### src/hdl/link_cfg.svh
// Register offsets, reset values and timing constants of the two-wire link
// controller. Definitions only; included by bare name.
`ifndef LINK_CFG_SVH
`define LINK_CFG_SVH

// ==========================================================
// Register byte offsets
`define OFS_CTRL      8'h00
`define OFS_DATA      8'h04
`define OFS_CFG       8'h08

// ==========================================================
// Reset values
`define RST_CTRL      8'h00
`define RST_DATA      8'h00
`define RST_CFG       8'h00

// ==========================================================
// Timing: half period of the generated serial clock
`define LINK_HALF_NS  1250
`define CORE_CLK_NS   8

`endif

### src/hdl/link_pkg.sv
// Types of the two-wire link controller: control vector, master sequencer
// states, register select and the complete state record.
package link_pkg;

    // ======================================================
    // Control/status byte, MSB first
    typedef struct packed {
        logic master;
        logic transmit_direction_flag;
        logic begin_condition_request;
        logic end_condition_request;
        logic acknowledge_needed_flag;
        logic arb;
        logic ack;
        logic si;
    } ctl_t;

    // ======================================================
    // Master sequencer, Gray along idle-start-stall-low-high
    typedef enum logic [2:0] {
        M_IDLE  = 3'h0,
        M_START = 3'h1,
        M_STALL = 3'h3,
        M_LOW   = 3'h2,
        M_HIGH  = 3'h6,
        M_STOP1 = 3'h7,
        M_STOP2 = 3'h5,
        M_STOP3 = 3'h4
    } mst_state_t;

    typedef enum logic [1:0] {
        SEL_NONE = 2'h0,
        SEL_CTL  = 2'h1,
        SEL_DATA = 2'h2,
        SEL_CFG  = 2'h3
    } sel_t;

    // ======================================================
    // Whole module state
    typedef struct packed {
        ctl_t        ctl;
        logic [7:0]  data;
        logic        en;
        logic [7:0]  shf;
        logic [3:0]  cnt;
        mst_state_t  mst;
        logic [15:0] div;
        logic        addr_byte;
        logic        rw;
        logic        ackpend;
        logic        s_act;
        logic        s_ign;
        logic        s_tx;
        logic        s_addr;
        logic        s_ackin;
        logic        busy;
        logic        scl_s1;
        logic        scl_s2;
        logic        scl_p;
        logic        sda_s1;
        logic        sda_s2;
        logic        sda_p;
        logic        wr_pend;
        sel_t        wr_sel;
        logic [31:0] hrdata;
    } st_t;

endpackage

### src/hdl/link_ctrl.sv
// Two-wire serial link controller (master and slave) with AHB-Lite registers.
// Assumes SCL/SDA are open-drain wires with pull-ups resolved outside;
// the AHB-Lite master issues single word transfers.
//
// Notes on behaviour
// - Upper control nibble holds owner, direction, begin and end request bits.
// - Owner flag shows master/slave; direction flag shows transmit/receive.
// - Writing begin request starts master mode once bus free; bit stays set.
// - End request in master mode stops at the next stall, after any pending acknowledge cycle.
// - Both requests set in master mode give STOP then START.
// - Receiver: acknowledge bit sets sent value; transmitter: reads sampled value.
// - Acknowledge-needed flag sets after every received byte.
// - Software writes acknowledge before clearing event flag, else NACK sent.
// - SDA follows acknowledge write at once; SCL low until flag cleared.
// - Unacknowledged address byte ignores slave events until next START.
// - Arbitration-fail flag sets on loss while transmitting, master or slave.
// - Arbitration-fail flag clears whenever the event flag is cleared.
// - Event flag sets at transfer begin and end, per byte, on loss.
// - Event flag set mid-transfer stalls the link with SCL held low; after STOP or a loss SCL is left free.
// - Master read sends START, address with direction 1, then receives.
// - Master read drives SCL while slave data arrives on SDA.
// - Master receive raises event after each byte, before its acknowledge.
// - Acknowledge bit 1 sends ACK, 0 sends NACK.
// - Master receiver mode ends after end request and STOP, or on a data write.
// - Data write during master receive switches to master transmit.
`include "link_cfg.svh"

module link_ctrl #(
    parameter int HALF_CYC = (`LINK_HALF_NS + `CORE_CLK_NS - 1) / `CORE_CLK_NS
) (
    // Clock and reset
    input  wire logic        core_clk,
    input  wire logic        reset_n,
    // AHB-Lite slave
    input  wire logic        hsel,
    input  wire logic [31:0] haddr,
    input  wire logic [1:0]  htrans,
    input  wire logic        hwrite,
    input  wire logic [2:0]  hsize,
    input  wire logic [31:0] hwdata,
    input  wire logic        hready,
    output logic             hreadyout,
    output logic             hresp,
    output logic [31:0]      hrdata,
    // Serial clock pin
    input  wire logic        scl_in,
    output logic             scl_out,
    output logic             scl_oe,
    // Serial data pin
    input  wire logic        sda_in,
    output logic             sda_out,
    output logic             sda_oe
);

    // ======================================================
    // Parameter check
    // Refused at elaboration: the divider and sync latency need at least 8
    if (HALF_CYC < 8 || HALF_CYC > 65535) begin : g_bad_half_cyc
        $error("HALF_CYC out of range");
    end

    // ======================================================
    // State and decoded events
    link_pkg::st_t  st;
    link_pkg::st_t  nxt;
    link_pkg::ctl_t wv;
    link_pkg::sel_t asel;

    logic       tick;
    logic       start_det;
    logic       stop_det;
    logic       scl_rise;
    logic       scl_fall;
    logic       addr_ok;
    logic       ctl_wr;
    logic       data_wr;
    logic       si_clr;
    logic       m_bit;
    logic       m_scl_low;
    logic       m_sda_low;
    logic       s_on;
    logic       s_sda_low;
    logic       s_scl_hold;
    logic [7:0] shf_in;

    assign tick      = (st.div == 16'h0000);
    assign start_det = st.scl_s2 & st.scl_p & st.sda_p & ~st.sda_s2;
    assign stop_det  = st.scl_s2 & st.scl_p & ~st.sda_p & st.sda_s2;
    assign scl_rise  = st.scl_s2 & ~st.scl_p;
    assign scl_fall  = ~st.scl_s2 & st.scl_p;
    assign shf_in    = {st.shf[6:0], st.sda_s2};

    // ======================================================
    // Bus decode
    assign addr_ok = hsel & htrans[1] & hready;
    assign wv      = link_pkg::ctl_t'(hwdata[7:0]);
    assign ctl_wr  = st.wr_pend & (st.wr_sel == link_pkg::SEL_CTL);
    assign data_wr = st.wr_pend & (st.wr_sel == link_pkg::SEL_DATA);
    assign si_clr  = ctl_wr & ~wv.si & st.ctl.si;

    always_comb begin
        case (haddr[7:0])
            `OFS_CTRL: asel = link_pkg::SEL_CTL;
            `OFS_DATA: asel = link_pkg::SEL_DATA;
            `OFS_CFG:  asel = link_pkg::SEL_CFG;
            default:   asel = link_pkg::SEL_NONE;
        endcase
    end

    // ======================================================
    // Pin drive
    // Receive ack slot follows the ack bit combinationally
    assign m_bit = (st.cnt == 4'h8) ? ~(st.ackpend & st.ctl.ack)
                                    : (~st.ctl.transmit_direction_flag | st.shf[7]);

    always_comb begin
        case (st.mst)
            link_pkg::M_START: begin
                m_scl_low = 1'b0;
                m_sda_low = 1'b1;
            end
            link_pkg::M_LOW: begin
                m_scl_low = 1'b1;
                m_sda_low = ~m_bit;
            end
            link_pkg::M_HIGH: begin
                m_scl_low = 1'b0;
                m_sda_low = ~m_bit;
            end
            link_pkg::M_STALL: begin
                m_scl_low = 1'b1;
                m_sda_low = st.ackpend & st.ctl.ack;
            end
            link_pkg::M_STOP1: begin
                m_scl_low = 1'b1;
                m_sda_low = 1'b1;
            end
            link_pkg::M_STOP2: begin
                m_scl_low = 1'b0;
                m_sda_low = 1'b1;
            end
            default: begin
                m_scl_low = 1'b0;
                m_sda_low = 1'b0;
            end
        endcase
    end

    assign s_on       = st.s_act & ~st.s_ign & ~st.ctl.master;
    assign s_sda_low  = s_on & (st.s_tx ? (st.cnt <= 4'h7 && !st.shf[7])
                                        : (st.cnt == 4'h8 && st.ctl.ack));
    // Stretch only once the clock is already low, never pull mid-high
    assign s_scl_hold = st.ctl.si & s_on & ~st.scl_s2;

    assign scl_out   = 1'b0;
    assign sda_out   = 1'b0;
    assign scl_oe    = m_scl_low | s_scl_hold;
    assign sda_oe    = m_sda_low | s_sda_low;
    assign hreadyout = 1'b1;
    assign hresp     = 1'b0;
    assign hrdata    = st.hrdata;

    // ======================================================
    // Next state
    always_comb begin
        nxt = st;
        nxt.div    = tick ? 16'(HALF_CYC - 1) : st.div - 16'h0001;
        nxt.scl_s1 = scl_in;
        nxt.scl_s2 = st.scl_s1;
        nxt.scl_p  = st.scl_s2;
        nxt.sda_s1 = sda_in;
        nxt.sda_s2 = st.sda_s1;
        nxt.sda_p  = st.sda_s2;

        // Bus slave: zero wait, read data captured in address phase
        nxt.wr_pend = addr_ok & hwrite;
        nxt.wr_sel  = asel;
        if (addr_ok && !hwrite) begin
            case (asel)
                link_pkg::SEL_CTL:  nxt.hrdata = {24'h000000, st.ctl};
                link_pkg::SEL_DATA: nxt.hrdata = {24'h000000, st.data};
                link_pkg::SEL_CFG:  nxt.hrdata = {31'h00000000, st.en};
                default:            nxt.hrdata = 32'h00000000;
            endcase
        end

        // Software writes first so hardware sets below win
        if (ctl_wr) begin
            nxt.ctl.begin_condition_request = wv.begin_condition_request;
            nxt.ctl.end_condition_request = wv.end_condition_request;
            nxt.ctl.ack = wv.ack;
            if (!wv.si) begin
                nxt.ctl.si = 1'b0;
            end
        end
        if (si_clr) begin
            nxt.ctl.arb   = 1'b0;
            nxt.ctl.acknowledge_needed_flag = 1'b0;
            if (s_on && st.s_tx) begin
                nxt.shf = st.data;
            end
        end
        if (data_wr) begin
            nxt.data = hwdata[7:0];
            if (st.ctl.master && !st.ctl.transmit_direction_flag) begin
                nxt.ctl.transmit_direction_flag = 1'b1;
            end
        end
        if (st.wr_pend && st.wr_sel == link_pkg::SEL_CFG) begin
            nxt.en = hwdata[0];
        end

        // Bus monitor
        if (start_det) begin
            nxt.busy  = 1'b1;
            nxt.s_ign = 1'b0;
        end
        if (stop_det) begin
            nxt.busy = 1'b0;
        end

        // Slave side
        if (!st.ctl.master && st.mst == link_pkg::M_IDLE) begin
            if (start_det) begin
                nxt.ctl.begin_condition_request    = 1'b1;
                nxt.ctl.transmit_direction_flag = 1'b0;
                nxt.s_act      = st.en;
                nxt.s_addr     = 1'b1;
                nxt.s_tx       = 1'b0;
                nxt.cnt        = 4'hf;
            end else if (stop_det) begin
                nxt.ctl.end_condition_request = 1'b1;
                nxt.s_act   = 1'b0;
                if (s_on) begin
                    nxt.ctl.si = 1'b1;
                end
            end else if (s_on && scl_rise) begin
                if (st.cnt <= 4'h7) begin
                    if (st.s_tx && st.shf[7] && !st.sda_s2) begin
                        nxt.ctl.arb = 1'b1;
                        nxt.ctl.si  = 1'b1;
                        nxt.s_act   = 1'b0;
                    end else if (!st.s_tx) begin
                        nxt.shf = shf_in;
                    end
                end else if (st.cnt == 4'h8 && st.s_tx) begin
                    nxt.s_ackin = ~st.sda_s2;
                end
            end else if (s_on && scl_fall) begin
                if (st.cnt == 4'hf) begin
                    nxt.cnt = 4'h0;
                end else if (st.cnt == 4'h8) begin
                    nxt.cnt = 4'h0;
                    if (st.s_addr) begin
                        nxt.s_addr = 1'b0;
                        if (!st.ctl.ack) begin
                            nxt.s_ign = 1'b1;
                        end else if (st.rw) begin
                            nxt.s_tx       = 1'b1;
                            nxt.ctl.transmit_direction_flag = 1'b1;
                            nxt.ctl.si     = 1'b1;
                        end
                    end else if (st.s_tx) begin
                        nxt.ctl.ack = st.s_ackin;
                        nxt.ctl.si  = 1'b1;
                    end
                end else begin
                    nxt.cnt = st.cnt + 4'h1;
                    if (st.s_tx && st.cnt != 4'h7) begin
                        nxt.shf = {st.shf[6:0], 1'b1};
                    end
                    if (!st.s_tx && st.cnt == 4'h7) begin
                        nxt.data      = st.shf;
                        nxt.rw        = st.shf[0];
                        nxt.ctl.si    = 1'b1;
                        nxt.ctl.acknowledge_needed_flag = 1'b1;
                        nxt.ctl.ack   = 1'b0;
                    end
                end
            end
        end

        // Master sequencer
        case (st.mst)
            link_pkg::M_IDLE: begin
                if (tick && st.en && st.ctl.begin_condition_request && !st.busy && !s_on) begin
                    nxt.mst        = link_pkg::M_START;
                    nxt.ctl.master = 1'b1;
                    nxt.ctl.transmit_direction_flag = 1'b1;
                    nxt.addr_byte  = 1'b1;
                    nxt.s_act      = 1'b0;
                end
            end
            link_pkg::M_START: begin
                if (tick) begin
                    nxt.mst     = link_pkg::M_STALL;
                    nxt.cnt     = 4'h0;
                    nxt.ackpend = 1'b0;
                    nxt.ctl.si  = 1'b1;
                end
            end
            link_pkg::M_STALL: begin
                if (!st.ctl.si && tick) begin
                    if (st.ackpend) begin
                        nxt.mst = link_pkg::M_LOW;
                    end else if (st.ctl.end_condition_request) begin
                        nxt.mst = link_pkg::M_STOP1;
                    end else begin
                        nxt.mst = link_pkg::M_LOW;
                        nxt.cnt = 4'h0;
                        nxt.shf = st.ctl.transmit_direction_flag ? st.data : 8'hff;
                        if (st.addr_byte) begin
                            nxt.rw = st.data[0];
                        end
                    end
                end
            end
            link_pkg::M_LOW: begin
                if (tick) begin
                    nxt.mst = link_pkg::M_HIGH;
                end
            end
            link_pkg::M_HIGH: begin
                if (tick && st.scl_s2) begin
                    if (st.cnt <= 4'h7) begin
                        if (st.ctl.transmit_direction_flag && st.shf[7] && !st.sda_s2) begin
                            nxt.ctl.arb    = 1'b1;
                            nxt.ctl.si     = 1'b1;
                            nxt.ctl.master = 1'b0;
                            nxt.mst        = link_pkg::M_IDLE;
                        end else begin
                            nxt.shf = shf_in;
                            nxt.cnt = st.cnt + 4'h1;
                            nxt.mst = link_pkg::M_LOW;
                            if (!st.ctl.transmit_direction_flag && st.cnt == 4'h7) begin
                                nxt.data      = shf_in;
                                nxt.ackpend   = 1'b1;
                                nxt.ctl.si    = 1'b1;
                                nxt.ctl.acknowledge_needed_flag = 1'b1;
                                nxt.ctl.ack   = 1'b0;
                                nxt.mst       = link_pkg::M_STALL;
                            end
                        end
                    end else if (st.ackpend) begin
                        nxt.ackpend = 1'b0;
                        nxt.mst     = link_pkg::M_STALL;
                    end else begin
                        nxt.ctl.ack = ~st.sda_s2;
                        if (st.addr_byte && st.rw) begin
                            nxt.ctl.transmit_direction_flag = 1'b0;
                        end
                        nxt.addr_byte = 1'b0;
                        nxt.ctl.si    = 1'b1;
                        nxt.mst       = link_pkg::M_STALL;
                    end
                end
            end
            link_pkg::M_STOP1: begin
                if (tick) begin
                    nxt.mst = link_pkg::M_STOP2;
                end
            end
            link_pkg::M_STOP2: begin
                if (tick && st.scl_s2) begin
                    nxt.mst = link_pkg::M_STOP3;
                end
            end
            link_pkg::M_STOP3: begin
                // Wait a half period so our own STOP is seen while busy here
                if (tick) begin
                    nxt.mst        = link_pkg::M_IDLE;
                    nxt.ctl.master = 1'b0;
                    nxt.ctl.transmit_direction_flag = 1'b0;
                    nxt.ctl.end_condition_request    = 1'b0;
                    nxt.ctl.si     = 1'b1;
                end
            end
            default: begin
                nxt.mst = link_pkg::M_IDLE;
            end
        endcase

        if (!st.en) begin
            nxt.s_act = 1'b0;
        end
    end

    // ======================================================
    // State register
    always_ff @(posedge core_clk) begin
        if (!reset_n) begin
            st        <= '0;
            st.ctl    <= link_pkg::ctl_t'(`RST_CTRL);
            st.data   <= `RST_DATA;
            st.en     <= 1'b0;
            st.mst    <= link_pkg::M_IDLE;
            st.wr_sel <= link_pkg::SEL_NONE;
            st.scl_s1 <= 1'b1;
            st.scl_s2 <= 1'b1;
            st.scl_p  <= 1'b1;
            st.sda_s1 <= 1'b1;
            st.sda_s2 <= 1'b1;
            st.sda_p  <= 1'b1;
        end else begin
            st <= nxt;
        end
    end
endmodule // link_ctrl

### config.mk
export PLATFORM = sky130hd
export DESIGN_NAME = link_ctrl
export DESIGN_NICKNAME = d
export VERILOG_FILES = /design/src/hdl/link_pkg.sv /design/src/hdl/link_ctrl.sv
export VERILOG_INCLUDE_DIRS = /design/src /design/src/hdl
export SDC_FILE = /design/constraint.sdc
export NUM_CORES = 1
export LEC_CHECK = 0
export BUFFER_PORTS_ARGS = -buffer_cell sky130_fd_sc_hd__buf_2
export CORE_UTILIZATION = 48
export CTS_CLUSTER_DIAMETER = 120
export CTS_CLUSTER_SIZE = 24
export DETAILED_ROUTE_END_ITERATION = 8
export GPL_TIMING_DRIVEN = 0
export PLACE_DENSITY_LB_ADDON = 0.3
export SYNTH_ARGS = -nofsm -noshare
export SYNTH_HDL_FRONTEND = slang
export SYNTH_SLANG_ARGS = --single-unit
export TNS_END_PERCENT = 5
### constraint.sdc
create_clock -name core_clk -period 2.24 [get_ports core_clk]
set_input_delay 0.224 -clock core_clk [delete_from_list [all_inputs] [get_ports core_clk]]
set_output_delay 0.224 -clock core_clk [all_outputs]
set_load 0.01 [all_outputs]
==> out/results.ini, run 1 <==
[logic_synthesis]
synthTopCellsByArea=dfxtp_1, mux2i_1, buf_4, nor2_1, a21oi_1
ys_ff_latch=74
synth_cells=547
synth_most_common_cell=dfxtp_1
yosysWarnings=0
synthArstFlopShare_pct=0
synth_edf_count=0
ys.flop_type=dfxtp_1
synth_top_area_share_pct=34.1
syn_area_um2=4350
synth_commonest_cells=dfxtp_1, nor2_1, nand2_1, a21oi_1, buf_4
yosysSeqAreaShare_pct=34.1
avgSynthCellArea_um2=7.95
synth_top_area_cell=dfxtp_1
synth.distinct_cells=69

[cells_and_area]
finalNetCount=711
post-route-util_pct=59.6
drive_gt1_share_pct=23.5
area_delta_synth_final_pct=20.2
stdcell_area_um2=5230
n_antenna_cell=0

[drt]
drt_iter0_markers=512
totalWireLength_um=11800
ant_nets=0
dr.pass1.iters=5
drc=0
routed_via_density=5.78
vias=4305
wire_per_inst_um=15.8

[die]
die_w_um=97.2
dieArea_um2=9450
design.core.area_um2=8760
start_util_pct=49.6
die_h_um=97.2
io_pins=114
rows=34

[clock_network]
clockBufferDepth=2
root_buffer=clkbuf_8
cts_buffers=9
cts_sinks=74
cts_tree=built
h-tree-depth=3
clkTransAtPathRegs_ns=0.08
clk_latency_ns=0.36

[grt]
grt_pass1_wl_um=19000
grt_pass1_vias=4008
grt-ovfl-total=0
antenna_found_initial=0
grt_use_total_pct=24.8
grt_max_degree=14

[placed_design]
dp_slack_ns=-0.545
place_congestion=1.07
dp_hpwl_um=8440
place_area_um2=4750
port_buffers=33

[setup_path]
critPathSlowestCell=nor3_2
cpPeakStageDelay_ns=0.42
crit_required_ns=2.46
path_delay_family=simple AND/OR/NAND/NOR gates
worstSetupPathType=reg2reg
end_kind=register
path_cells=inv_2 -> ha_4 -> or3b_4 -> nand4b_4 -> nor3_2 -> nand4_1 -> buf_4 -> o211ai_1 -> a21oi_2
crit_fanout=8
cp-start-kind=register
path_buf_inv=2
critical_path_arrival_ns=2.51

[run_status]
status=complete, but fails checks
violations=setup timing

[timing]
setup_tns_ns=-0.226
max_slew.worst_pin.slew_ns=0.715
relSlewSlack_pct=51.7
report.final.hold_viol_count=0
finalSetupViolations=8
rsz0062_at_grt=yes
skew_ns=0.0163
final_max_slew_viol_count=0
fin_crit_ns=2.29
finalCritPeriodShare_pct=102
final.setup.worst_slack_ns=-0.0450
fmaxAchievable_ghz=0.438
whs_ns=0.0432

[power]
power_density_nw_per_um2=745
peakVddDrop_mv=0.735
leakage_nw=2.24

[min_path]
hold_class=in2reg

[flow_run]
maxCapViolCount=0

-- through the flow --
stage               power, mW  cells
CTS                      3.87    743
finish                   3.89    745
global route             4.09    745
global placement         2.60    714
floorplan                2.43    573
detailed placement       2.64    714
-- worst register-to-register path, stage by stage (launching register included) --
cell,delay [ns]
dfxtp_2,0.32
inv_2,0.06
ha_4,0.13
or3b_4,0.38
nand4b_4,0.24
nor3_2,0.42
nand4_1,0.17
buf_4,0.22
o211ai_1,0.13
a21oi_2,0.09
-- cells by family after synthesis --
group	synth area share, %
and+or+nand+nor	24.7
AOI/OAI and AO/OA	19.6
buffers and inverters	10.6
DFF	34.1
muxes	7.19
xor gates and xnor gates	2.82
adders and majority gates	0.863
other	0.173
-- cell type report --
cell class,count,area [um2]
Inverter,14,52.6
Buffer,67,423
Multi-Input combinational cell,416,2630
Fill cell,808,3540
Tap cell,108,135
Sequential cell,74,1490
Clock inverter,6,66.3
Timing Repair Buffer,50,297
Clock buffer,10,138
-- power breakdown --
| part | switching (mW) | internal [mW] |
|---|---|---|
| sequential | 0.142 | 1.46 |
| combinational | 0.648 | 0.577 |
| clock | 0.520 | 0.544 |
-- placed cells by master, fill, tap and decap left out, drive strengths merged, types with 7 or more instances in the layout --
cell type / instances
buf: 94
dfxtp: 74
nor2: 62
nand2: 55
a21oi: 43
clkbuf: 33
mux2i: 29
conb: 28
o21ai: 25
nand3: 17
inv: 13
nor3: 13
o22ai: 12
xnor2: 10
a31oi: 9
o211ai: 9
nand2b: 8
or3: 8
nor4: 7
-- state kept, by name, summed over array words and instances, names as in the netlist --
| signal | cells |
|---|---|
| st | 55 |
| hrdata | 8 |
| shf_in | 7 |
| nxt | 4 |
-- routing by layer --
metal  part of all wire (%)  global-route usage, %  routed length (um)
met1                     42                   31.2                4940
met2                     46                   40.5                5430
met3                    9.1                   5.40                1070
met4                    2.9                   11.3                 338
met5                      0                      0                   0
-- what timing repair did --
item | CTS | global route
setup endpoints to repair | 44 | 42
buffers inserted | 14 | 3
gates resized for setup | 28 | 18
hold endpoints to repair | 0 | 0
hold buffers | 0 | 0
pin swaps | 9 | 9
-- worst paths after layout --
path / start / end / slack [ns] / depth (start not counted)
hold / removal: scl_in / nxt[39] / 0.04 / 2
setup / recovery: st[50] / st[87] / -0.05 / 9
hold reg to reg: nxt[36] / nxt[35] / 0.41 / 1
setup reg to reg: st[50] / st[87] / -0.05 / 9
(Power assumes the default switching activity.)
==> run 2, diff against run 1 <==
--- a/config.mk
+++ b/config.mk
@@ -12,6 +12,7 @@
 export CTS_CLUSTER_SIZE = 24
 export DETAILED_ROUTE_END_ITERATION = 8
 export GPL_TIMING_DRIVEN = 0
+export MAX_ROUTING_LAYER = met4
 export PLACE_DENSITY_LB_ADDON = 0.3
 export SYNTH_ARGS = -nofsm -noshare
 export SYNTH_HDL_FRONTEND = slang
==> run 2 against run 1 <==
- sequential share of layout area fell by 0.28 points
- register-to-register slack got worse by 0.02 ns
- hold slack got worse by 0.010 ns
- the run still ends with setup timing left
- global-route usage rose by 2.9 points
- clock skew fell by 0.0079 ns
- die area did not move
- total power rose by 3.6%
==> out/results.ini, run 2 (synthesized netlist as in run 1, its figures left out) <==
[timing]
fin_crit_ns=2.31
skew_ns=0.00843
final.setup.worst_slack_ns=-0.0685
max_slew.worst_pin.slew_ns=0.660
fmaxAchievable_ghz=0.433
report.final.hold_viol_count=0
final_max_slew_viol_count=0
finalCritPeriodShare_pct=103
finalSetupViolations=15
rsz0062_at_grt=yes
relSlewSlack_pct=55.4

[cells_and_area]
largest_register_ffs=55
drive_gt1_share_pct=25.0
area_delta_synth_final_pct=21.6
finalNetCount=715
layout_commonest_cell=dfxtp_1
largest_register=st
layout_common_cells=dfxtp_1, nor2_1, buf_4, nand2_1, a21oi_1
n_antenna_cell=0

[setup_path]
rrSetupSlack_ns=-0.07
critPathLaunch=st[51]
crit_fanout=8
critical_path_arrival_ns=2.54
reg2reg_from=st[51]
path_cells=inv_2 -> ha_4 -> or3b_4 -> nand4b_4 -> buf_12 -> nor4_4 -> buf_6 -> buf_4 -> a21oi_1 -> a31oi_1 -> nor2_1
cpPeakStageDelay_ns=0.37
worstSetupPathType=reg2reg
cp-start-kind=register
end_kind=register
crit_required_ns=2.47
reg2reg_to=st[48]
critPathSlowestCell=or3b_4
reg2regPathDepth=11

[min_path]
hold_class=in2reg
min_to=nxt[39]
worstHoldPathCells=2
hp-start=scl_in

[power]
peakVddDrop_mv=0.578
leakage_nw=2.26
power_density_nw_per_um2=762
power.total_mw=4.03

[run_status]
violations=setup timing
status=complete, but fails checks

[die]
rows=34
dieArea_um2=9450
die_h_um=97.2
io_pins=114
die_w_um=97.2
design.core.area_um2=8760
start_util_pct=49.6

[clock_network]
cts_tree=built
clockBufferDepth=2
cts_hold_buf=0
clk_latency_ns=0.37
root_buffer=clkbuf_8
h-tree-depth=3
cts_sinks=74
cts_buffers=9
clkTransAtPathRegs_ns=0.09

[grt]
grt_use_total_pct=27.6
met3_usage_pct=6.26
antenna_found_initial=0
grt_use_met2_pct=44.4
grt_max_degree=13
top_usage_layer=met2
grt_pass1_wl_um=20400
grt-ovfl-total=0
grt_pass1_vias=4062
grtUsageMet1_pct=34.0

[drt]
routed_via_density=5.81
vias=4349
ant_nets=0
drc=0
dr.pass1.iters=5
totalWireLength_um=12700
wire_per_inst_um=16.9
drt_iter0_markers=414

[flow_run]
maxCapViolCount=0

[placed_design]
port_buffers=33
dp_slack_ns=-0.417
dp_hpwl_um=8820
place_congestion=0.949

[run 2: cell count changes in the layout (fill, tap and decap cells not counted), moves of 2 or more]
cell,change
clkbuf_1,+5
clkbuf_2,-2
dfxtp_1,-2
dfxtp_2,+2
nand2_1,-3
nand2_2,+3
[run 2: worst max-delay path by stage]
stage	cells past startpoint	endpoint	slack, ns
after floorplan	8	st[85]	0.04
after global placement	6	st[86]	-0.41
after detailed placement	8	st[84]	-0.42
after CTS	10	st[85]	-0.03
after global routing	10	st[80]	-0.16
final	11	st[48]	-0.07
[run 2: report_power, final]
group | switching [mW] | internal (mW)
Sequential | 0.144 | 1.46
Combinational | 0.718 | 0.656
Clock | 0.541 | 0.512
[run 2: worst max-delay path: cells and delay by family (launching register included)]
family | cells | cell delay [ns]
flops | 1 | 0.33
buf+inv | 4 | 0.58
fa+ha+maj | 1 | 0.13
simple gates | 4 | 0.92
compound gates | 2 | 0.21
[run 2: metal layers]
layer | vias up | share of wire (%)
met5 | - | 0
met4 | 0 | 2.5
met3 | 46 | 9.4
met2 | 236 | 48
met1 | 2000 | 40
li1 | 2067 | -
[run 2: per-stage QoR]
| step | TNS [ns] | cells | utilization [%] | area [um2] | hold WS, ns |
|---|---|---|---|---|---|
| floorplan | 0 | 573 | - | 4450 | 0.297 |
| global placement | -9.13 | 714 | 54.2 | 4750 | 0.388 |
| detailed placement | -10.19 | 714 | 54.2 | 4750 | 0.391 |
| CTS | -0.200 | 744 | 58.7 | 5140 | 0.0348 |
| global route | -2.93 | 749 | 60.3 | 5290 | 0.0311 |
| finish | -0.205 | 749 | 60.3 | 5290 | 0.0331 |
[run 2: area by class of cell]
class	instances	area (um2)
Inverter	14	52.6
Clock buffer	11	131
Clock inverter	5	55.1
Fill cell	773	3480
Tap cell	108	135
Multi-Input combinational cell	416	2660
Buffer	69	438
Sequential cell	74	1490
Timing Repair Buffer	52	324
[run 2: repair_timing]
action	in CTS	in global routing
endpoints found under the setup margin	43	41
cloned	0	0
buffers inserted	14	5
pin swaps	16	5
gates resized for setup	31	27
